`config.mk`:
```
export PLATFORM = sky130hd
export DESIGN_NAME = nvss_host
export DESIGN_NICKNAME = d
export VERILOG_FILES = /design/src/nvss_pkg.sv /design/src/nvss_host.sv /design/src/nvss_addr_rom.sv
export SDC_FILE = /design/constraint.sdc
export NUM_CORES = 1
export LEC_CHECK = 0
export ABC_AREA = 1
export BUFFER_PORTS_ARGS = -buffer_cell sky130_fd_sc_hd__buf_4
export CORE_MARGIN = 2
export CORE_UTILIZATION = 49
export CTS_CLUSTER_SIZE = 24
export DETAILED_ROUTE_END_ITERATION = 8
export HOLD_SLACK_MARGIN = 0.1
export PLACE_DENSITY = 0.73
export SLEW_MARGIN = 10
export SYNTH_ARGS = -nofsm -noshare
export SYNTH_HDL_FRONTEND = slang
export SYNTH_SLANG_ARGS = --single-unit
```
`constraint.sdc`:
```
create_clock -name CLK -period 3.9 [get_ports CLK]
set_input_delay 0.585 -clock CLK [delete_from_list [all_inputs] [get_ports CLK]]
set_output_delay 0.585 -clock CLK [all_outputs]
set_load 0.005 [all_outputs]
```
`src/nvss_pkg.sv`:
```
// nvss_pkg: constants and carrier types for the nonvolatile sequence host
// assumes a 50 MHz system clock and an asynchronous 8K x 8 nvSRAM outside
`default_nettype none
package nvss_pkg;

  // ==========================================================
  // sequence addresses
  localparam logic [12:0] SEQ_A0 = 13'h0000;
  localparam logic [12:0] SEQ_A1 = 13'h1555;
  localparam logic [12:0] SEQ_A2 = 13'h0aaa;
  localparam logic [12:0] SEQ_A3 = 13'h1fff;
  localparam logic [12:0] SEQ_A4 = 13'h10f0;
  localparam logic [12:0] SEQ_SAVE = 13'h0f0f;
  localparam logic [12:0] SEQ_RELOAD = 13'h0f0e;
  localparam logic [12:0] SEQ_TEST = 13'h139c;

  // ==========================================================
  // timing
  localparam int CLK_MHZ = 50;
  localparam int ACC_NS = 100;
  localparam int ACC_CYC = (ACC_NS * CLK_MHZ + 999) / 1000;
  localparam int NONVOLATILE_SAVE_DURATION_MS = 10;
  localparam int SAVE_CYC = NONVOLATILE_SAVE_DURATION_MS * CLK_MHZ * 1000;
  localparam int RECALL_US = 20;
  localparam int RECALL_CYC = RECALL_US * CLK_MHZ;
  localparam int POWER_UP_RELOAD_TIME_US = 20;
  localparam int RELOAD_CYC = POWER_UP_RELOAD_TIME_US * CLK_MHZ;

  // ==========================================================
  // command carrier
  typedef enum logic [1:0]
  {
    NVSS_CMD_READ = 2'b00,
    NVSS_CMD_WRITE = 2'b01,
    NVSS_CMD_SAVE = 2'b10,
    NVSS_CMD_RELOAD = 2'b11
  } nvss_cmd_t;

  typedef struct packed
  {
    nvss_cmd_t cmd;
    logic [12:0] addr;
    logic [7:0] wdata;
  } nvss_req_t;

  typedef struct packed
  {
    logic n_e;
    logic n_w;
    logic n_g;
    logic [12:0] addr;
  } nvss_pins_t;

endpackage : nvss_pkg
`default_nettype wire

```
`src/nvss_host.sv`:
```
// nvss_host: host controller driving an 8K x 8 nvSRAM over its pins
// assumes one request port on CLK; the memory pins are asynchronous
// Operation
// save/reload use six reads, first five at 0000,1555,0AAA,1FFF,10F0.
// sixth read at 0F0F starts a save; chip then disabled.
// sixth read at 0F0E starts a reload of the array.
// any out-of-order access aborts the sequence; nothing starts.
// host uses only read cycles inside a sequence.
// sequence detection ignores output enable.
// during a save device ignores inputs, outputs stay off.
// save erases then programs all cells in parallel.
// after save duration, normal access resumes.
// reload clears the array, then transfers saved data.
// reload leaves saved data intact; repeatable.
// device reloads automatically once supply passes threshold.
// host waits power-up reload time before any access.
// host keeps write enable high when power-up reload ends.
// device refuses save when supply is below threshold.
// started operations finish on their own, ignoring inputs.
// chip enable pulses once for each of the six reads.
// write enable stays high through all six cycles.
// host never issues the reserved test sixth address.
// after an abort, a read of 0000 restarts detection.
// sequence reads still return array data.
`timescale 1ns/1ns
`default_nettype none
module nvss_host
#(
  parameter int SAVE_WAIT = nvss_pkg::SAVE_CYC,
  parameter int RELOAD_WAIT = nvss_pkg::RELOAD_CYC,
  parameter int RECALL_WAIT = nvss_pkg::RECALL_CYC
)
(
  input wire logic CLK,
  input wire logic RST_N,
  input wire logic REQ_VALID,
  output logic REQ_READY,
  input wire nvss_pkg::nvss_req_t REQ,
  output logic RSP_VALID,
  output logic [7:0] RSP_DATA,
  output logic MEM_E_N,
  output logic MEM_W_N,
  output logic MEM_G_N,
  output logic [12:0] MEM_A,
  input wire logic [7:0] MEM_DQ_I,
  output logic [7:0] MEM_DQ_O,
  output logic MEM_DQ_OE,
  output logic BUSY
);

  // ==========================================================
  // reset release
  logic rst_s1_q;
  logic rst_n_q;
  always_ff @(posedge CLK or negedge RST_N)
  begin
    if (!RST_N)
    begin
      rst_s1_q <= 1'b0;
      rst_n_q <= 1'b0;
    end
    else
    begin
      rst_s1_q <= 1'b1;
      rst_n_q <= rst_s1_q;
    end
  end

  // ==========================================================
  // data input synchroniser
  logic [7:0] dq_s1_q;
  logic [7:0] dq_s2_q;
  always_ff @(posedge CLK or negedge rst_n_q)
  begin
    if (!rst_n_q)
    begin
      dq_s1_q <= 8'h00;
      dq_s2_q <= 8'h00;
    end
    else
    begin
      dq_s1_q <= MEM_DQ_I;
      dq_s2_q <= dq_s1_q;
    end
  end

  // ==========================================================
  // state machine
  typedef enum logic [2:0]
  {
    ST_PWRUP = 3'b000,
    ST_IDLE = 3'b001,
    ST_SETUP = 3'b010,
    ST_STROBE = 3'b011,
    ST_GAP = 3'b100,
    ST_WAIT = 3'b101
  } nvss_state_t;

  nvss_state_t state_q;
  logic [31:0] cnt_q;
  logic [2:0] step_q;
  logic seq_q;
  logic save_q;
  logic write_q;
  logic [12:0] addr_q;
  logic [7:0] wdata_q;
  logic [12:0] seq_addr;
  logic last_step;
  nvss_addr_rom u_rom
  (
    .clk(CLK),
    .rst_n(rst_n_q),
    .idx(step_q),
    .save(save_q),
    .addr(seq_addr)
  );
  assign last_step = (step_q == 3'd5);
  assign REQ_READY = (state_q == ST_IDLE);
  assign BUSY = (state_q != ST_IDLE);
  always_ff @(posedge CLK or negedge rst_n_q)
  begin
    if (!rst_n_q)
    begin
      state_q <= ST_PWRUP;
      cnt_q <= 32'h0;
      step_q <= 3'd0;
      seq_q <= 1'b0;
      save_q <= 1'b0;
      write_q <= 1'b0;
      wdata_q <= 8'h00;
    end
    else
    begin
      unique case (state_q)
        // hold off until reload done
        ST_PWRUP:
        begin
          cnt_q <= cnt_q + 32'h1;
          if (cnt_q >= 32'(RELOAD_WAIT - 1))
          begin
            state_q <= ST_IDLE;
            cnt_q <= 32'h0;
          end
        end
        ST_IDLE:
        begin
          if (REQ_VALID)
          begin
            write_q <= (REQ.cmd == nvss_pkg::NVSS_CMD_WRITE);
            seq_q <= REQ.cmd[1];
            save_q <= (REQ.cmd == nvss_pkg::NVSS_CMD_SAVE);
            wdata_q <= REQ.wdata;
            step_q <= 3'd0;
            state_q <= ST_SETUP;
          end
        end
        ST_SETUP:
        begin
          state_q <= ST_STROBE;
          cnt_q <= 32'h0;
        end
        // one enable pulse per read
        ST_STROBE:
        begin
          cnt_q <= cnt_q + 32'h1;
          if (cnt_q >= 32'(nvss_pkg::ACC_CYC - 1))
          begin
            cnt_q <= 32'h0;
            state_q <= ST_GAP;
          end
        end
        ST_GAP:
        begin
          if (seq_q && !last_step)
          begin
            step_q <= step_q + 3'd1;
            state_q <= ST_SETUP;
          end
          else if (seq_q)
          begin
            state_q <= ST_WAIT;
          end
          else
          begin
            state_q <= ST_IDLE;
          end
        end
        // wait out the autonomous operation
        ST_WAIT:
        begin
          cnt_q <= cnt_q + 32'h1;
          if (cnt_q >= 32'(save_q ? SAVE_WAIT - 1 : RECALL_WAIT - 1))
          begin
            cnt_q <= 32'h0;
            seq_q <= 1'b0;
            state_q <= ST_IDLE;
          end
        end
        default: state_q <= ST_IDLE;
      endcase
    end
  end

  // ==========================================================
  // address and response
  always_ff @(posedge CLK or negedge rst_n_q)
  begin
    if (!rst_n_q)
    begin
      addr_q <= 13'h0000;
    end
    else if (state_q == ST_IDLE && REQ_VALID)
    begin
      addr_q <= REQ.addr;
    end
  end

  always_ff @(posedge CLK or negedge rst_n_q)
  begin
    if (!rst_n_q)
    begin
      RSP_VALID <= 1'b0;
      RSP_DATA <= 8'h00;
    end
    else
    begin
      RSP_VALID <= (state_q == ST_GAP) && !write_q && !seq_q;
      RSP_DATA <= (state_q == ST_GAP) ? dq_s2_q : RSP_DATA;
    end
  end

  // ==========================================================
  // pins
  always_ff @(posedge CLK or negedge rst_n_q)
  begin
    if (!rst_n_q)
    begin
      MEM_E_N <= 1'b1;
      MEM_W_N <= 1'b1;
      MEM_G_N <= 1'b1;
      MEM_A <= 13'h0000;
      MEM_DQ_O <= 8'h00;
      MEM_DQ_OE <= 1'b0;
    end
    else
    begin
      MEM_E_N <= (state_q != ST_STROBE)
                 || (cnt_q >= 32'(nvss_pkg::ACC_CYC - 1));
      // sequence reads only, write enable high
      // write enable idles high
      MEM_W_N <= !(write_q && !seq_q && state_q == ST_STROBE
                   && cnt_q < 32'(nvss_pkg::ACC_CYC - 1));
      MEM_G_N <= write_q || seq_q || state_q != ST_STROBE;
      MEM_A <= seq_q ? seq_addr : addr_q;
      MEM_DQ_O <= wdata_q;
      MEM_DQ_OE <= write_q && !seq_q
                   && (state_q == ST_SETUP || state_q == ST_STROBE);
    end
  end

  // ==========================================================
  // checks
  // no write strobe inside a sequence
  AST_SEQ_NO_WRITE: assert property (@(posedge CLK) disable iff (!rst_n_q)
    seq_q |-> MEM_W_N) else $error("write enable low in sequence");
  // six strobes precede the wait
  AST_SIX_STEPS: assert property (@(posedge CLK) disable iff (!rst_n_q)
    $rose(state_q == ST_WAIT) |-> $past(step_q) == 3'd5)
    else $error("wait without six steps");
  // no access while powering up
  AST_PWRUP_QUIET: assert property (@(posedge CLK) disable iff (!rst_n_q)
    state_q == ST_PWRUP |=> MEM_E_N) else $error("access in power-up");
  // never the test address
  AST_NO_TEST: assert property (@(posedge CLK) disable iff (!rst_n_q)
    !MEM_E_N |-> MEM_A != nvss_pkg::SEQ_TEST)
    else $error("test address driven");
  // chip stays idle during wait
  AST_WAIT_IDLE: assert property (@(posedge CLK) disable iff (!rst_n_q)
    state_q == ST_WAIT ##1 state_q == ST_WAIT |-> MEM_E_N)
    else $error("access during operation");
  // enable pulses high between steps
  AST_STEP_GAP: assert property (@(posedge CLK) disable iff (!rst_n_q)
    state_q == ST_GAP |=> MEM_E_N) else $error("no enable gap");
  // write enable released at idle
  AST_IDLE_W: assert property (@(posedge CLK) disable iff (!rst_n_q)
    state_q == ST_IDLE ##1 state_q == ST_IDLE |-> MEM_W_N)
    else $error("write held at idle");
  // data bus not driven in sequence
  AST_SEQ_NO_DRIVE: assert property (@(posedge CLK) disable iff (!rst_n_q)
    seq_q ##1 seq_q |-> !MEM_DQ_OE) else $error("bus driven in sequence");
  // address steady under enable
  AST_ADDR_HOLD: assert property (@(posedge CLK) disable iff (!rst_n_q)
    !MEM_E_N ##1 !MEM_E_N |-> $stable(MEM_A))
    else $error("address moved under enable");

endmodule : nvss_host
`default_nettype wire

```
`src/nvss_addr_rom.sv`:
```
// nvss_addr_rom: registered table of the six sequence addresses
// assumes the caller holds the index stable for one cycle before use
`timescale 1ns/1ns
`default_nettype none
module nvss_addr_rom
(
  input wire logic clk,
  input wire logic rst_n,
  input wire logic [2:0] idx,
  input wire logic save,
  output logic [12:0] addr
);

  // ==========================================================
  // address table
  always_ff @(posedge clk or negedge rst_n)
  begin
    if (!rst_n)
    begin
      addr <= 13'h0000;
    end
    else
    begin
      // fixed address order
      unique case (idx)
        3'd0: addr <= nvss_pkg::SEQ_A0;
        3'd1: addr <= nvss_pkg::SEQ_A1;
        3'd2: addr <= nvss_pkg::SEQ_A2;
        3'd3: addr <= nvss_pkg::SEQ_A3;
        3'd4: addr <= nvss_pkg::SEQ_A4;
        // never the test address
        default: addr <= save ? nvss_pkg::SEQ_SAVE : nvss_pkg::SEQ_RELOAD;
      endcase
    end
  end

endmodule : nvss_addr_rom
`default_nettype wire

```
# ---- Word level (Yosys, flattened, before mapping)
# Index checks and enable logic that the tools add are counted.
dict set report op_classes {
  bitwise 0
  div 0
  n_eq_ne 19
  add_sub_neg 2
  n_mux 21
  order_cmp 4
  shift 0
  mul 0
  reduce_logical 25
}
# op n
set ops {}
lappend ops {{case mux 32 bit (4 select lines)} 1}
lappend ops {{2-to-1 mux 32 bit} 3}
lappend ops {{case mux 13 bit (5 select lines)} 1}
lappend ops {{adder 32 x 1 -> 32 bit, second input constant} 1}
lappend ops {{>= comparator 32 x 10 -> 1 bit, second input constant} 1}
lappend ops {{>= comparator 32 x 19 -> 1 bit} 1}
lappend ops {{>= comparator 32 x 3 -> 1 bit, second input constant} 1}
lappend ops {{< comparator 32 x 3 -> 1 bit, second input constant} 1}
lappend ops {{2-to-1 mux 3 bit} 8}
lappend ops {{2-to-1 mux 19 bit} 1}
lappend ops {{case mux 3 bit (6 select lines)} 1}
lappend ops {{2-to-1 mux 13 bit} 1}
lappend ops {{equality test 3 x 2 -> 1 bit, second input constant} 4}
lappend ops {{equality test 3 bit, second input constant} 4}
lappend ops {{inequality test 2 bit, second input constant} 5}
lappend ops {{logical AND 1 bit} 8}
lappend ops {{equality test 3 x 1 -> 1 bit, second input constant} 2}
lappend ops {{zero test 3 bit} 2}
lappend ops {{case mux 3 bit (2 select lines)} 1}
lappend ops {{AND reduction 3 bit} 2}
lappend ops {{zero test 1 bit} 4}
lappend ops {{logical OR 1 bit} 4}
lappend ops {{AND reduction 4 bit} 1}
lappend ops {{nonzero test 2 bit} 2}
lappend ops {{other kinds (9)} 11}
dict set report word_totals {
  elab_cells 92
  mem_count 0
  rom_bits 0
  regBits 127
  mem_bits_rw 0
  in_bits 34
  latch_bits 0
}

# ---- Longest topological paths before layout
dict set report logic_depth {
  depth_word 5
  mapped_depth 13
}

# ---- Cells and area by module
# Synthesis repeated with hierarchy kept, for this count alone.
dict set report unflattened {
  hier_cells 615
  area_unflattened_um2 5308.8
}
# mod area_each_um2 seq_area_each_um2 cells_each n_inst
set by_module_without_submodules {}
lappend by_module_without_submodules {nvss_host 5064.9 2856.5 587 1}
lappend by_module_without_submodules {nvss_addr_rom 244.0 125.1 28 1}

# ---- Worst setup path after synthesis
# OpenSTA, ideal clock, no wires.
dict set report synth_path {
  kind {flip-flop to flip-flop}
  startpoint {register save_q}
  endpoint {register cnt_q[0]}
  n_path_buf 0
  path_stages_with_launch 10
  arrival_time_ps 1727
  t_required_ps 3834
  period_less_slack_ps 1792
  path_slack_ps 2108
  path_cell_list {dfrtp_1 > inv_1 > ha_1 > a21oi_1 > o21ai_0 > nor3_1 > nand3_1 > nand3_2 > nand2_1 > nand2_1}
}
dict set report synth_between {
  elab_chain_cells 4
}
# element line
set synth_lines {}
lappend synth_lines {{start, declared} nvss_host.sv:103} ;# logic save_q;
lappend synth_lines {{start signal, assigned} nvss_host.sv:151} ;# save_q <= (REQ.cmd == nvss_pkg::NVSS_CMD_SAVE);
lappend synth_lines {{2-to-1 mux 19 bit} nvss_host.sv:192} ;# if (cnt_q >= 32'(save_q ? SAVE_WAIT - 1 : RECALL_WAIT - 1))
lappend synth_lines {{>= comparator 32 x 19 -> 1 bit} nvss_host.sv:192}
lappend synth_lines {{2-to-1 mux 32 bit} nvss_host.sv:192}
lappend synth_lines {{case mux 32 bit (4 select lines)} nvss_host.sv:134} ;# unique case (state_q)
lappend synth_lines {{end signal, assigned} nvss_host.sv:138} ;# cnt_q <= cnt_q + 32'h1;
lappend synth_lines {{end signal, assigned} nvss_host.sv:165} ;# cnt_q <= cnt_q + 32'h1;
lappend synth_lines {{end signal, assigned} nvss_host.sv:191} ;# cnt_q <= cnt_q + 32'h1;
lappend synth_lines {{end, declared} nvss_host.sv:100} ;# logic [31:0] cnt_q;
# No other way between the ends.
# A chain may end at the register's enable or synchronous reset.

# ---- Final worst setup path
dict set report layout_path {
  startpoint {register state_q[0]}
  endpoint {register save_q}
}
dict set report layout_between {
  elab_chain_cells 2
}
# element line
set layout_lines {}
lappend layout_lines {{start, declared} nvss_host.sv:99} ;# nvss_state_t state_q;
lappend layout_lines {{start signal, assigned} nvss_host.sv:124} ;# state_q <= ST_PWRUP;
lappend layout_lines {{start signal, assigned} nvss_host.sv:141} ;# state_q <= ST_IDLE;
lappend layout_lines {{start signal, assigned} nvss_host.sv:154} ;# state_q <= ST_SETUP;
lappend layout_lines {{equality test 3 x 1 -> 1 bit} nvss_host.sv:134}
lappend layout_lines {{AND reduction 2 bit (no source line)} --}
# No other way between the ends.

==> summary.txt <==
Logic synthesis
  – Top cells by count, synth: nand2_1 (228), dfrtp_1 (116), inv_1 (59)
  – Ys async rst share: 100%
  – Avg Inst Size Synth: 8.58 µm²
  – Synth Flop Type: dfrtp_1
  – Seq/Total Area, Yosys: 56.2%
  – Number of synthesized register bits: 119
  – Yosys top cell area share: 54.7%
  – Post-Syn Instances: 618
  – Synth top area cells: dfrtp_1 (55%), nand2_1 (16%), ha_1 (4.2%)
  – Synth cell types: 36
  – Top-count cell post-synth: nand2_1
  – Syn Nets: 670
  – Number of flops mapped to enable cells by yosys: 0
  – Post-Syn Area: 0.00530 mm²
  – Cell taking the most area after synthesis: dfrtp_1
  – Warnings, synthesis: 0

Place
  – Dpl ws: 1.56 ns
  – GPL Wtd Cong: 0.999
  – Final HPWL DP: 8.18 mm
  – Dpl cell area: 0.00591 mm²
  – Port buffer count: 69

Worst setup path
  – Slowest stage delay, CP: 0.61 ns
  – Crit Path Max Fanout: 25
  – Worst EP arrival: 2.85 ns
  – CP Cell Sequence: inv_2 -> nor2_1 -> nand2_1 -> inv_1 -> nand2_1 -> inv_2 -> nand2_1 -> o22ai_1
  – Most frequent CP cell: nand2_1
  – CP max stage cell: inv_2
  – Critical path buffer and inverter count: 3
  – CP required: 4.33 ns
  – Startpoint types: flip-flop
  – Top Family by Delay on Critical Path: simple AND/OR/NAND/NOR gates
  – Worst R2R Setup Slack: 1.48 ns
  – Critical Path Sink Type: flip-flop
  – Setup CP Type: reg -> reg

Detailed routing
  – Remaining antenna violation count: 0
  – DR DRC count: 0
  – Wirelength per Cell: 14.1 µm
  – Initial DRC Count: 337
  – Routed vias: 4257
  – Vias/cell: 5.07
  – Drt total wl: 11.9 mm
  – First-pass DRT Iterations: 4

Clock tree
  – CTS Buf Count: 17
  – Clk sinks: 119
  – Htree depth: 4
  – Post-CTS Setup Inserts: 0
  – Worst-path clk slew: 0.06 ns
  – Max clock buf depth: 2
  – Clock Latency Late Sink: 0.52 ns
  – Clock root buffer: clkbuf_8
  – CTS tree: built

Floorplan
  – Initial Util: 50.9%
  – Row count: 37
  – Die Wd: 108 µm
  – Core area: 0.0104 mm²
  – Io pins: 70
  – Die Y: 108 µm
  – Full die area: 0.0117 mm²

Timing
  – Tcrit/Tclk final: 62.0%
  – Worst slew pin tran: 0.886 ns
  – Final Setup Violations: 0
  – Final min period: 2.42 ns
  – Slew margin rel.: 40.7%
  – Setup TNS: 0 ns
  – Worst setup margin: 1.48 ns
  – Count of final hold-check violations: 0
  – Slew Viols, Final: 0
  – Clock Skews: 0.00830 ns
  – RSZ-0062 raised after global routing: no
  – Highest Clock Rate: 413 MHz

Cells and area
  – Layout cell share with drive strength beyond 1: 18.0%
  – Final #Nets: 743
  – Filler instances: 897
  – FF/Latch Area: 0.00299 mm²
  – Post-route cell area: 0.00647 mm²
  – N_diodes: 0
  – Multi-input logic area: 0.00197 mm²
  – Area Growth Syn to Fin: 21.9%

Global route
  – GRT Overall Usage: 21.9%
  – GRT overflow: 0
  – First-pass GRT wire length: 19.6 mm
  – Largest net degree at the start of global routing: 65
  – Initial antenna violation count: 0
  – Vias in the first global route: 4122

Hold path
  – Type of the worst min-delay path: in -> reg

Status
  – Status: finished, final reports clean

Power
  – Power per standard cell area: 692 mW/mm²
  – Leakage: 3.44 nW
  – VDD IR-drop max: 0.386 mV

Run
  – Max_cap viols: 0
## per-layer routing
| layer | GRT usage (%) | routed length (µm) | vias up |
|---|---|---|---|
| met5 | 0 | 0 | - |
| met4 | 9.16 | 253 | 0 |
| met3 | 6.03 | 570 | 24 |
| met2 | 34.8 | 5830 | 120 |
| met1 | 28.3 | 5210 | 2036 |
| li1 | - | - | 2077 |
## metrics by stage
stage / std cells / hold WS, ns / util, % / total power [mW]
finish: 840 / 0.166 / 62.1 / 4.48
floorplan: 618 / 0.289 / - / 2.55
CTS: 840 / 0.155 / 62.1 / 4.50
global placement: 807 / 0.332 / 56.7 / 2.99
global route: 840 / 0.140 / 62.1 / 4.77
detailed placement: 807 / 0.335 / 56.7 / 3.04
## where the power goes
group	leakage (nW)	switching [mW]	internal (mW)
clock network	0.267	0.632	0.807
logic	1.64	0.781	0.493
registers	1.53	0.207	1.56
total	3.44	1.62	2.86
## final cells by class
class | instances | area share, %
flip-flops and latches | 119 | 46.2
multi-input cells | 415 | 30.5
repair buffers | 72 | 8.40
clock buffers | 17 | 6.40
inverters | 66 | 3.83
well taps | 136 | 2.63
clock inverters | 15 | 2.05
## repair_timing
action	4_1_cts	5_1_grt
gates resized for setup	0	0
endpoints found under the hold margin	2	0
hold buffers	1	0
endpoints found under the setup margin	0	0
## cells by family (layout without fill, tap and decap cells)
logic type,after synthesis,count (layout),synth area share [%]
DFF,119,119,56.2
buffers and inverters,84,170,6.56
xor gates and xnor gates,10,10,1.65
AOI/OAI and AO/OA,39,39,4.06
other,1,1,0.0707
and+or+nand+nor,347,347,27.2
adders and majority gates,18,18,4.25
## registers in the layout, summed over array words and instances, names as in the netlist, 3 cells and up
register,cells
step_q,3
dq_s1_q,8
MEM_A,13
wdata_q,8
state_q,3
cnt_q,32
u_rom.addr,5
addr_q,13
RSP_DATA,8
dq_s2_q,8
MEM_DQ_O,8
## cells in the final DEF (no fill, tap or decap), types with 3 or more instances in the layout
| cell | count |
|---|---|
| xor2_1 | 9 |
| o22ai_1 | 3 |
| a21oi_1 | 12 |
| buf_4 | 71 |
| nand4_1 | 10 |
| inv_1 | 59 |
| o21ai_0 | 15 |
| inv_2 | 7 |
| dfrtp_1 | 115 |
| nand2_1 | 228 |
| clkbuf_16 | 16 |
| inv_8 | 3 |
| inv_6 | 7 |
| dfstp_2 | 3 |
| nor2_1 | 49 |
| nand3_1 | 27 |
| nand2_2 | 4 |
| nor2_2 | 5 |
| nor3_1 | 15 |
| ha_1 | 18 |
## path summary, 6_finish.rpt
| kind | end | cells past startpoint | from |
|---|---|---|---|
| min in group asynchronous | rst_n_q | 2 | RST_N |
| max reg2reg | save_q | 8 | state_q[0] |
| max | save_q | 8 | state_q[0] |
| min | dq_s1_q[3] | 1 | MEM_DQ_I[3] |
| max in group asynchronous | MEM_E_N | 1 | rst_n_q |
| min reg2reg | dq_s2_q[4] | 0 | dq_s1_q[4] |
No activity file was read; power rests on OpenSTA's default activity.
